===== src/common/spsf_pkg.sv =====
// constants and types of the switch port status flag register bank
//
// Operation
// - port 0 link state at bit 0
// - port 0 speed at bit 1, one=100Mb/s
// - port 0 duplex at bit 2, one=full
// - port 0 flow control active at bit 3
// - port 5 flow, duplex, link; 31:5 zero
// - port 5 speed two bits, 01=100Mb/s
// - cable broken bits 2,8,14,20,23; 31:24 zero
// - cable break distance fields per port 0..4
// - receive packet counter overflow flags per port
// - receive byte counter overflow flags; 31:18 reserved
// - transmit packet counter overflow flags per port
// - transmit byte counter overflow flags per port
// - overflow flags latch, clear on read
package spsf_pkg;

   // ------------------------------------------------------------
   // register indices; byte address is four times the index
   // ------------------------------------------------------------
   localparam logic [6:0] IDX_PORT0_TO4_STATUS   = 7'h01;
   localparam logic [6:0] IDX_PORT5_STATUS       = 7'h02;
   localparam logic [6:0] IDX_CABLE_FAULT_STATUS = 7'h03;
   localparam logic [6:0] IDX_RX_COUNTER_OVF     = 7'h3a;
   localparam logic [6:0] IDX_TX_COUNTER_OVF     = 7'h3b;
   localparam logic [6:0] IDX_IRQ_STATUS         = 7'h40;
   localparam logic [6:0] IDX_IRQ_MASK           = 7'h41;

   // ------------------------------------------------------------
   // field layout
   // ------------------------------------------------------------
   localparam int NUM_PORTS      = 6;
   localparam int NUM_CABLE      = 5;
   localparam int PORT_BASE[5]   = '{0, 8, 16, 24, 28};
   localparam int LINK_OFS       = 0;
   localparam int SPEED_OFS      = 1;
   localparam int DUPLEX_OFS     = 2;
   localparam int FLOW_OFS       = 3;
   localparam int P5_LINK_POS    = 0;
   localparam int P5_SPEED_LSB   = 1;
   localparam int P5_DUPLEX_POS  = 3;
   localparam int P5_FLOW_POS    = 4;
   localparam int BROKEN_POS[5]  = '{2, 8, 14, 20, 23};
   localparam int LEN_LSB[5]     = '{0, 6, 12, 18, 21};
   localparam int OVF_PKT_POS[6] = '{0, 2, 4, 6, 7, 8};
   localparam int OVF_BYTE_POS[6] = '{9, 11, 13, 15, 16, 17};

   // interrupt status bits
   localparam int IRQ_RX_OVF     = 0;
   localparam int IRQ_TX_OVF     = 1;
   localparam int IRQ_CABLE      = 2;
   localparam int IRQ_LINK       = 3;
   localparam int IRQ_BITS       = 4;

   // ------------------------------------------------------------
   // reset values and responses
   // ------------------------------------------------------------
   localparam logic [31:0] RESET_WORD  = 32'h0000_0000;
   localparam logic [1:0]  RESP_OKAY   = 2'h0;
   localparam logic [1:0]  RESP_SLVERR = 2'h2;

   // ------------------------------------------------------------
   // carriers
   // ------------------------------------------------------------
   typedef struct packed {
      logic       flow;
      logic       duplex;
      logic       speed;
      logic       link;
      logic       broken;
      logic [1:0] break_len;
   } spsf_port_t;

   typedef struct packed {
      logic [5:0] rx_pkt;
      logic [5:0] rx_byte;
      logic [5:0] tx_pkt;
      logic [5:0] tx_byte;
   } spsf_wrap_t;

endpackage : spsf_pkg


===== src/verilog/spsf_regs.sv =====
// axi4-lite register bank for switch port status and counter overflow flags
`timescale 1ns/1ps
module spsf_regs
(
   // clock and reset
   input  wire logic                 mclk_i,
   input  wire logic                 reset_n_i,
   // port status from link and cable-test logic
   input  wire spsf_pkg::spsf_port_t ports_i [6],
   // one-cycle pulses, counter wrapping to zero
   input  wire spsf_pkg::spsf_wrap_t wrap_i,
   // axi4-lite write address and data
   input  wire logic [8:0]           s_axi_awaddr_i,
   input  wire logic                 s_axi_awvalid_i,
   output logic                      s_axi_awready_o,
   input  wire logic [31:0]          s_axi_wdata_i,
   input  wire logic [3:0]           s_axi_wstrb_i,
   input  wire logic                 s_axi_wvalid_i,
   output logic                      s_axi_wready_o,
   // axi4-lite write response
   output logic [1:0]                s_axi_bresp_o,
   output logic                      s_axi_bvalid_o,
   input  wire logic                 s_axi_bready_i,
   // axi4-lite read
   input  wire logic [8:0]           s_axi_araddr_i,
   input  wire logic                 s_axi_arvalid_i,
   output logic                      s_axi_arready_o,
   output logic [31:0]               s_axi_rdata_o,
   output logic [1:0]                s_axi_rresp_o,
   output logic                      s_axi_rvalid_o,
   input  wire logic                 s_axi_rready_i,
   // interrupt
   output logic                      irq_o
);

   // ------------------------------------------------------------
   // state
   // ------------------------------------------------------------
   spsf_pkg::spsf_port_t status_reg [6];
   logic [31:0]          rx_ovf_reg;
   logic [31:0]          tx_ovf_reg;
   logic [31:0]          rx_ovf_next;
   logic [31:0]          tx_ovf_next;
   logic [spsf_pkg::IRQ_BITS-1:0] irq_status_reg;
   logic [spsf_pkg::IRQ_BITS-1:0] irq_status_next;
   logic [spsf_pkg::IRQ_BITS-1:0] irq_mask_reg;
   logic [spsf_pkg::IRQ_BITS-1:0] irq_event;
   logic                 aw_held_reg;
   logic                 w_held_reg;
   logic [6:0]           aw_idx_reg;
   logic [31:0]          wdata_reg;
   logic [3:0]           wstrb_reg;
   logic                 bvalid_reg;
   logic [1:0]           bresp_reg;
   logic                 rvalid_reg;
   logic [1:0]           rresp_reg;
   logic [31:0]          rdata_reg;
   logic [6:0]           rd_idx_reg;
   logic [31:0]          port04_word;
   logic [31:0]          port5_word;
   logic [31:0]          cable_word;
   logic [31:0]          rd_word;
   logic                 rd_hit;
   logic                 ar_take;
   logic [6:0]           ar_idx;
   logic                 wr_go;
   logic [31:0]          rx_set;
   logic [31:0]          tx_set;
   logic                 link_chg;
   logic                 cable_rise;

   // ------------------------------------------------------------
   // status sampling
   // ------------------------------------------------------------
   // inputs are flopped for read data; edge detects compare the raw input against the flopped copy
   always_ff @(posedge mclk_i)
   begin
      for (int p = 0; p < spsf_pkg::NUM_PORTS; p++)
      begin
         if (!reset_n_i)
            status_reg[p] <= '0;
         else
            status_reg[p] <= ports_i[p];
      end
   end

   // status words assembled from the sampled port state
   always_comb
   begin
      port04_word = spsf_pkg::RESET_WORD;
      cable_word  = spsf_pkg::RESET_WORD;
      port5_word  = spsf_pkg::RESET_WORD;
      for (int p = 0; p < 5; p++)
      begin
         port04_word[spsf_pkg::PORT_BASE[p] + spsf_pkg::LINK_OFS]   = status_reg[p].link;
         port04_word[spsf_pkg::PORT_BASE[p] + spsf_pkg::SPEED_OFS]  = status_reg[p].speed;
         port04_word[spsf_pkg::PORT_BASE[p] + spsf_pkg::DUPLEX_OFS] = status_reg[p].duplex;
         port04_word[spsf_pkg::PORT_BASE[p] + spsf_pkg::FLOW_OFS]   = status_reg[p].flow;
         cable_word[spsf_pkg::BROKEN_POS[p]] = status_reg[p].broken;
         cable_word[spsf_pkg::LEN_LSB[p] +: 2] = status_reg[p].break_len;
      end
      // port 5 flags, upper bits stay zero
      port5_word[spsf_pkg::P5_LINK_POS]   = status_reg[5].link;
      port5_word[spsf_pkg::P5_DUPLEX_POS] = status_reg[5].duplex;
      port5_word[spsf_pkg::P5_FLOW_POS]   = status_reg[5].flow;
      port5_word[spsf_pkg::P5_SPEED_LSB +: 2] = {1'b0, status_reg[5].speed};
   end

   // ------------------------------------------------------------
   // overflow flags
   // ------------------------------------------------------------
   always_comb
   begin
      rx_set = '0;
      tx_set = '0;
      for (int p = 0; p < spsf_pkg::NUM_PORTS; p++)
      begin
         rx_set[spsf_pkg::OVF_PKT_POS[p]]  = wrap_i.rx_pkt[p];
         rx_set[spsf_pkg::OVF_BYTE_POS[p]] = wrap_i.rx_byte[p];
         tx_set[spsf_pkg::OVF_PKT_POS[p]]  = wrap_i.tx_pkt[p];
         tx_set[spsf_pkg::OVF_BYTE_POS[p]] = wrap_i.tx_byte[p];
      end
   end

   // clear on read, a wrap in that cycle still wins
   always_comb
   begin
      rx_ovf_next = rx_ovf_reg;
      tx_ovf_next = tx_ovf_reg;
      if (ar_take && ar_idx == spsf_pkg::IDX_RX_COUNTER_OVF)
         rx_ovf_next = '0;
      if (ar_take && ar_idx == spsf_pkg::IDX_TX_COUNTER_OVF)
         tx_ovf_next = '0;
      rx_ovf_next = rx_ovf_next | rx_set;
      tx_ovf_next = tx_ovf_next | tx_set;
   end

   // latch taken at the wrap edge itself
   always_ff @(posedge mclk_i)
   begin
      if (!reset_n_i)
      begin
         rx_ovf_reg <= spsf_pkg::RESET_WORD;
         tx_ovf_reg <= spsf_pkg::RESET_WORD;
      end
      else
      begin
         rx_ovf_reg <= rx_ovf_next;
         tx_ovf_reg <= tx_ovf_next;
      end
   end

   // ------------------------------------------------------------
   // interrupts
   // ------------------------------------------------------------
   always_comb
   begin
      link_chg   = 1'b0;
      cable_rise = 1'b0;
      for (int p = 0; p < spsf_pkg::NUM_PORTS; p++)
         link_chg = link_chg | (ports_i[p].link ^ status_reg[p].link);
      for (int p = 0; p < spsf_pkg::NUM_CABLE; p++)
         cable_rise = cable_rise | (ports_i[p].broken & ~status_reg[p].broken);
      irq_event = '0;
      irq_event[spsf_pkg::IRQ_RX_OVF] = |rx_set;
      irq_event[spsf_pkg::IRQ_TX_OVF] = |tx_set;
      irq_event[spsf_pkg::IRQ_CABLE]  = cable_rise;
      irq_event[spsf_pkg::IRQ_LINK]   = link_chg;
      irq_status_next = irq_status_reg;
      if (ar_take && ar_idx == spsf_pkg::IDX_IRQ_STATUS)
         irq_status_next = '0;
      irq_status_next = irq_status_next | irq_event;
   end

   // sticky status, cleared by its read; set beats clear
   always_ff @(posedge mclk_i)
   begin
      if (!reset_n_i)
         irq_status_reg <= '0;
      else
         irq_status_reg <= irq_status_next;
   end

   // mask register, the only writable state
   always_ff @(posedge mclk_i)
   begin
      if (!reset_n_i)
         irq_mask_reg <= '0;
      else if (wr_go && aw_idx_reg == spsf_pkg::IDX_IRQ_MASK && wstrb_reg[0])
         irq_mask_reg <= wdata_reg[spsf_pkg::IRQ_BITS-1:0];
   end

   assign irq_o = |(irq_status_reg & irq_mask_reg);

   // ------------------------------------------------------------
   // axi4-lite write path
   // ------------------------------------------------------------
   // address and data taken in either order, one write at a time
   assign s_axi_awready_o = !aw_held_reg && !bvalid_reg;
   assign s_axi_wready_o  = !w_held_reg && !bvalid_reg;
   assign wr_go           = aw_held_reg && w_held_reg && !bvalid_reg;

   always_ff @(posedge mclk_i)
   begin
      if (!reset_n_i)
      begin
         aw_held_reg <= 1'b0;
         aw_idx_reg  <= '0;
      end
      else if (s_axi_awvalid_i && s_axi_awready_o)
      begin
         aw_held_reg <= 1'b1;
         aw_idx_reg  <= s_axi_awaddr_i[8:2];
      end
      else if (wr_go)
         aw_held_reg <= 1'b0;
   end

   always_ff @(posedge mclk_i)
   begin
      if (!reset_n_i)
      begin
         w_held_reg <= 1'b0;
         wdata_reg  <= '0;
         wstrb_reg  <= '0;
      end
      else if (s_axi_wvalid_i && s_axi_wready_o)
      begin
         w_held_reg <= 1'b1;
         wdata_reg  <= s_axi_wdata_i;
         wstrb_reg  <= s_axi_wstrb_i;
      end
      else if (wr_go)
         w_held_reg <= 1'b0;
   end

   // read-only registers accept writes silently; unmapped ones refuse
   always_ff @(posedge mclk_i)
   begin
      if (!reset_n_i)
      begin
         bvalid_reg <= 1'b0;
         bresp_reg  <= spsf_pkg::RESP_OKAY;
      end
      else if (wr_go)
      begin
         bvalid_reg <= 1'b1;
         bresp_reg  <= rd_hit_f(aw_idx_reg) ? spsf_pkg::RESP_OKAY : spsf_pkg::RESP_SLVERR;
      end
      else if (s_axi_bready_i)
         bvalid_reg <= 1'b0;
   end

   assign s_axi_bvalid_o = bvalid_reg;
   assign s_axi_bresp_o  = bresp_reg;

   // ------------------------------------------------------------
   // axi4-lite read path
   // ------------------------------------------------------------
   function automatic logic rd_hit_f(input logic [6:0] idx);
      rd_hit_f = idx == spsf_pkg::IDX_PORT0_TO4_STATUS || idx == spsf_pkg::IDX_PORT5_STATUS
              || idx == spsf_pkg::IDX_CABLE_FAULT_STATUS || idx == spsf_pkg::IDX_RX_COUNTER_OVF
              || idx == spsf_pkg::IDX_TX_COUNTER_OVF || idx == spsf_pkg::IDX_IRQ_STATUS
              || idx == spsf_pkg::IDX_IRQ_MASK;
   endfunction : rd_hit_f

   assign s_axi_arready_o = !rvalid_reg;
   assign ar_take         = s_axi_arvalid_i && !rvalid_reg;
   assign ar_idx          = s_axi_araddr_i[8:2];
   assign rd_hit          = rd_hit_f(ar_idx);

   // read mux; unmapped words return zero
   always_comb
   begin
      rd_word = spsf_pkg::RESET_WORD;
      unique case (ar_idx)
         spsf_pkg::IDX_PORT0_TO4_STATUS:   rd_word = port04_word;
         spsf_pkg::IDX_PORT5_STATUS:       rd_word = port5_word;
         spsf_pkg::IDX_CABLE_FAULT_STATUS: rd_word = cable_word;
         spsf_pkg::IDX_RX_COUNTER_OVF:     rd_word = rx_ovf_reg;
         spsf_pkg::IDX_TX_COUNTER_OVF:     rd_word = tx_ovf_reg;
         spsf_pkg::IDX_IRQ_STATUS:         rd_word[spsf_pkg::IRQ_BITS-1:0] = irq_status_reg;
         spsf_pkg::IDX_IRQ_MASK:           rd_word[spsf_pkg::IRQ_BITS-1:0] = irq_mask_reg;
         default:                          rd_word = spsf_pkg::RESET_WORD;
      endcase
   end

   always_ff @(posedge mclk_i)
   begin
      if (!reset_n_i)
      begin
         rvalid_reg <= 1'b0;
         rdata_reg  <= spsf_pkg::RESET_WORD;
         rresp_reg  <= spsf_pkg::RESP_OKAY;
         rd_idx_reg <= '0;
      end
      else if (ar_take)
      begin
         rvalid_reg <= 1'b1;
         rdata_reg  <= rd_word;
         rresp_reg  <= rd_hit ? spsf_pkg::RESP_OKAY : spsf_pkg::RESP_SLVERR;
         rd_idx_reg <= ar_idx;
      end
      else if (s_axi_rready_i)
         rvalid_reg <= 1'b0;
   end

   assign s_axi_rvalid_o = rvalid_reg;
   assign s_axi_rdata_o  = rdata_reg;
   assign s_axi_rresp_o  = rresp_reg;

   // ------------------------------------------------------------
   // assertions
   // ------------------------------------------------------------
   property p_port0_fields;
      @(posedge mclk_i) disable iff (!reset_n_i)
      ar_take && ar_idx == spsf_pkg::IDX_PORT0_TO4_STATUS |=>
         s_axi_rdata_o[3:0] == $past({status_reg[0].flow, status_reg[0].duplex,
                                      status_reg[0].speed, status_reg[0].link});
   endproperty
   a_port0_fields: assert property (p_port0_fields) else $error("port 0 status bits wrong");

   property p_port0_link_seen;
      @(posedge mclk_i) disable iff (!reset_n_i)
      ports_i[0].link ##1 (ar_take && ar_idx == spsf_pkg::IDX_PORT0_TO4_STATUS)
         |=> s_axi_rdata_o[0];
   endproperty
   a_port0_link_seen: assert property (p_port0_link_seen) else $error("port 0 link lost");

   property p_port5_word;
      @(posedge mclk_i) disable iff (!reset_n_i)
      s_axi_rvalid_o && rd_idx_reg == spsf_pkg::IDX_PORT5_STATUS |->
         s_axi_rdata_o[31:5] == '0 && !s_axi_rdata_o[2];
   endproperty
   a_port5_word: assert property (p_port5_word) else $error("port 5 reserved or speed bad");

   property p_cable_reserved;
      @(posedge mclk_i) disable iff (!reset_n_i)
      s_axi_rvalid_o && rd_idx_reg == spsf_pkg::IDX_CABLE_FAULT_STATUS |->
         s_axi_rdata_o[31:24] == '0;
   endproperty
   a_cable_reserved: assert property (p_cable_reserved) else $error("cable reserved set");

   property p_rx_pkt_wrap;
      @(posedge mclk_i) disable iff (!reset_n_i)
      wrap_i.rx_pkt[5] |=> rx_ovf_reg[spsf_pkg::OVF_PKT_POS[5]];
   endproperty
   a_rx_pkt_wrap: assert property (p_rx_pkt_wrap) else $error("rx packet flag missed");

   property p_tx_byte_wrap;
      @(posedge mclk_i) disable iff (!reset_n_i)
      wrap_i.tx_byte[0] |=> tx_ovf_reg[spsf_pkg::OVF_BYTE_POS[0]];
   endproperty
   a_tx_byte_wrap: assert property (p_tx_byte_wrap) else $error("tx byte flag missed");

   property p_rx_clear;
      @(posedge mclk_i) disable iff (!reset_n_i)
      ar_take && ar_idx == spsf_pkg::IDX_RX_COUNTER_OVF && wrap_i == '0 |=>
         rx_ovf_reg == '0 && s_axi_rdata_o == $past(rx_ovf_reg);
   endproperty
   a_rx_clear: assert property (p_rx_clear) else $error("rx flags not cleared on read");

   property p_ovf_reserved;
      @(posedge mclk_i) disable iff (!reset_n_i)
      rx_ovf_reg[31:18] == '0 && tx_ovf_reg[31:18] == '0;
   endproperty
   a_ovf_reserved: assert property (p_ovf_reserved) else $error("overflow reserved set");

   property p_flag_holds;
      @(posedge mclk_i) disable iff (!reset_n_i)
      tx_ovf_reg[spsf_pkg::OVF_PKT_POS[2]] && !(ar_take && ar_idx == spsf_pkg::IDX_TX_COUNTER_OVF)
         |=> tx_ovf_reg[spsf_pkg::OVF_PKT_POS[2]];
   endproperty
   a_flag_holds: assert property (p_flag_holds) else $error("tx flag dropped");

   c_read_ovf: cover property (@(posedge mclk_i) ar_take && ar_idx == spsf_pkg::IDX_RX_COUNTER_OVF
                               && rx_ovf_reg != '0);
   c_clear_race: cover property (@(posedge mclk_i) ar_take && |rx_set
                                 && ar_idx == spsf_pkg::IDX_RX_COUNTER_OVF);
   c_irq: cover property (@(posedge mclk_i) $rose(irq_o));
   c_write_mask: cover property (@(posedge mclk_i) wr_go && aw_idx_reg == spsf_pkg::IDX_IRQ_MASK);

endmodule : spsf_regs


===== config.mk =====
export PLATFORM = sky130hd
export DESIGN_NAME = spsf_regs
export DESIGN_NICKNAME = d
export VERILOG_FILES = /design/src/common/spsf_pkg.sv /design/src/verilog/spsf_regs.sv
export SDC_FILE = /design/constraint.sdc
export NUM_CORES = 1
export LEC_CHECK = 0
export BUFFER_PORTS_ARGS = -buffer_cell sky130_fd_sc_hd__buf_2
export CELL_PAD_IN_SITES_DETAIL_PLACEMENT = 1
export CELL_PAD_IN_SITES_GLOBAL_PLACEMENT = 2
export CORE_MARGIN = 2
export CORE_UTILIZATION = 26
export DETAILED_ROUTE_END_ITERATION = 16
export PLACE_DENSITY = 0.75
export SYNTH_ARGS = -nofsm -noshare
export SYNTH_HDL_FRONTEND = slang
export SYNTH_SLANG_ARGS = --single-unit

===== constraint.sdc =====
create_clock -name mclk_i -period 1.64 [get_ports mclk_i]
set_input_delay 0.246 -clock mclk_i [delete_from_list [all_inputs] [get_ports mclk_i]]
set_output_delay 0.246 -clock mclk_i [all_outputs]
set_load 0.01 [all_outputs]

==> metrics.md <==
| Metric | Value |
|---|---|
| Initial antenna violation count | 1 |
| CP Capture Type | flip-flop |
| Predominant post-synthesis flop cell | dfxtp_1 |
| DR iter-0 viols | 152 |
| P per Cell Area | roughly 1100 mW/mm^2 |
| Routed Antenna Nets | 0 |
| Vias in the first global route | around 4400 |
| Die H | 139.8 um |
| Worst EP required | 1940 ps |
| Largest net degree at the start of global routing | 106 |
| Status | finished clean |
| Dpl hpwl | around 11000 um |
| Vias | between 4000 and 5000 |
| WHS | between 30 and 40 ps |
| Detailed-route wire length | 14640 um |
| Final net count | about 770 |
| Grt total ovfl | 0 |
| Post-Syn Instances | between 400 and 500 |
| First-pass GRT wire length | 23270 um |
| Setup_tns | 0 ps |
| Ant. Diodes | 0 |
| Fraction of the yosys area taken by sequential cells | between 50% and 60% |
| Final setup vio count | 0 |
| Slew Limit Fails | 0 |
| CTS Buffer Depth | 2 |
| Inst Count DP | 847 |
| Worst slew pin tran | roughly 480 ps |
| Crit-path cells | or4_4 > nor3_2 > buf_4 > mux2i_1 > nor2b_1 |
| Number of iterations in the first detailed-routing pass | 4 |
| Worst Path Max Fanout | 4 |
| Final Cycle Share | a little over nine tenths |
| CTS clock-pin slew for the worst setup and hold paths | approximately 60 ps |
| Max-slew headroom | around two thirds |
| H-tree lvl count | 4 |
| Row count | 49 |
| Family with the most delay on the worst path | simple AND/OR/NAND/NOR gates |
| Buffers on Ports | between 100 and 150 |
| CTS tree | built |
| Clock Sinks | 120 |
| Crit path arrival time | around 1900 ps |
| Final Critical Period | between 1500 and 2000 ps |
| LEAKAGE | ~0.0027 uW |
| CORE AREA | about 0.018 mm^2 |
| Final Util | 36.17% |
| Synthesized area | about 0.0048 mm^2 |
| Syn-to-layout area delta | 35.96% |
| Die width | around 140 um |
| Overall routing resource usage | around 15% |
| VDD IR max | between 800 and 900 uV |
| Design Power | 7429 uW |
| RSZ-0062 raised after global routing | true |
| Top Ports | ~170 |
| Crit Path Class | reg -> reg |
| Share of cells above drive strength 1 | between 30% and 40% |
| Remaining DRCs | 0 |
| Worst path slowest cell | or4_4 |
| Post-DR vias/cell | between 4 and 5 |
| Non-filler cells, final | 880 |
| Post-Syn Area per Cell | around 10 um^2 |
| Post-DR wirelength/cell | 16.64 um |
| CTS buffer count | 17 |
| Asr flop ratio synth | 0% |
| Die ar. | around 0.020 mm^2 |
| Number of distinct library cells after synthesis | between 50 and 60 |
| Final hold violation count | 0 |
| GP Congestion | around 0.80 |
| Worst Setup Start Kind | flip-flop |
| Max Cap Violations | 0 |
| Yosys reg bits | 120 |
| Buf+Inv Stages, Crit Path | 1 |
| Clock Latency Late Sink | about 400 ps |
| Fillers | roughly 2100 |
| Largest register FFs | 39 |
| Initial Util | approximately a quarter |
| Root Driver | clkbuf_16 |
| Number of synthesized flops with an enable pin | 0 |
| YS warnings | 0 |
| Cts hold-fix bufs | 0 |
| Fin Clk Skew | approximately 6.7 ps |
| Slowest Stage Delay on Critical Path | between 500 and 600 ps |
| Min-Delay Path Class | in -> reg |
| F_max | about 0.63 GHz |
## power by group
| group | total, uW | internal (uW) | switching, uW | leakage, uW |
|---|---|---|---|---|
| clock | 3670 | 2280 | 1390 | 0.000283 |
| sequential | 3130 | 3050 | 79.4 | 0.000991 |
| combinational | 631 | 316 | 315 | 0.00145 |
| total | 7430 | 5650 | 1780 | 0.00272 |
## layout make-up
class	instances	area (um^2)	share of cell area (%)
clock buffers	18	439.2	6.737
multi-input cells	325	2250	34.51
clock inverters	14	150.1	2.303
flip-flops and latches	120	2406	36.91
inverters	7	26.28	0.4031
repair buffers	167	960.9	14.74
well taps	229	286.5	4.395
## cell usage after synthesis, types with 3 or more instances
cell type | n | share of area, %
dfxtp_1 | 120 | 50
nor2b_1 | 65 | 8.5
and2_1 | 42 | 5.5
a21oi_1 | 29 | 3.0
a22oi_1 | 26 | 4.1
clkbuf_1 | 22 | 1.7
mux2i_1 | 21 | 4.4
nand2_1 | 20 | 1.6
o21ai_0 | 14 | 1.5
nand3_1 | 9 | 0.94
mux2_2 | 8 | 1.9
inv_1 | 7 | 0.55
nor2_1 | 7 | 0.55
nor4_1 | 7 | 0.91
a221oi_1 | 5 | 0.91
and3_1 | 4 | 0.52
buf_4 | 4 | 0.63
nand2b_1 | 4 | 0.52
nor3_1 | 4 | 0.42
xnor2_1 | 4 | 0.73
a32oi_1 | 3 | 0.55
buf_2 | 3 | 0.31
nand3b_1 | 3 | 0.47
o221ai_1 | 3 | 0.55
o31ai_1 | 3 | 0.47
or3_1 | 3 | 0.39
## layer usage
metal	up-vias	global-route usage (%)	wire [um]
met5	-	0	0
met4	0	4.105	182
met3	13	5.093	842
met2	112	25.73	7080
met1	1945	19.03	6537
li1	2015	-	-
## worst paths after layout
| kind | slack, ps | startpoint | endpoint | cells after the start |
|---|---|---|---|---|
| max | 50 | aw_idx_reg[3] | irq_mask_reg[0] | 5 |
| min | 40 | ports_i[13] | status_reg[2][6] | 2 |
| max reg2reg | 50 | aw_idx_reg[3] | irq_mask_reg[0] | 5 |
| min reg2reg | 460 | s_axi_rdata_o[7] | s_axi_rdata_o[7] | 2 |
## cells in the final DEF, fill, tap and decap left out, types with 4 or more instances in the layout
master	instances
a221oi_1	5
mux2i_1	21
buf_4	38
a21oi_1	29
nand2b_1	4
a22oi_1	26
and3_1	4
clkbuf_16	17
nand3_1	9
inv_1	7
nor2_1	7
dfxtp_1	117
nor4_1	7
mux2_2	8
and2_1	42
xnor2_1	4
nand2_1	20
clkinv_4	4
nor3_1	4
o21ai_0	14
buf_2	127
nor2b_1	65
## kinds of logic (layout without fill, tap and decap cells)
family | after synthesis | count (layout) | share of synthesized area, %
AO/OA/AOI/OAI | 97 | 97 | 13.73
XOR/XNOR | 6 | 6 | 1.096
buffers and inverters | 40 | 206 | 3.836
flip-flops | 120 | 120 | 50.10
multiplexers | 29 | 29 | 6.263
other | 1 | 3 | 0.07821
AND/OR/NAND/NOR | 190 | 190 | 24.90
## metrics by stage
stage          area, um^2  setup WS, ps
2_1_floorplan        4837        -21.88
3_3_place_gp         5914        -139.2
3_5_place_dp         5914        -155.1
4_1_cts              6507         32.55
5_1_grt              6519        -41.57
6_report             6519         47.50
## repair_timing
item | 4_1_cts | 5_1_grt
resized for setup | 1 | 3
setup endpoints to repair | 1 | 4
pin swaps | 0 | 2
cloned | 0 | 0
setup buffers | 0 | 1
Power figures use the tool's default switching activity.
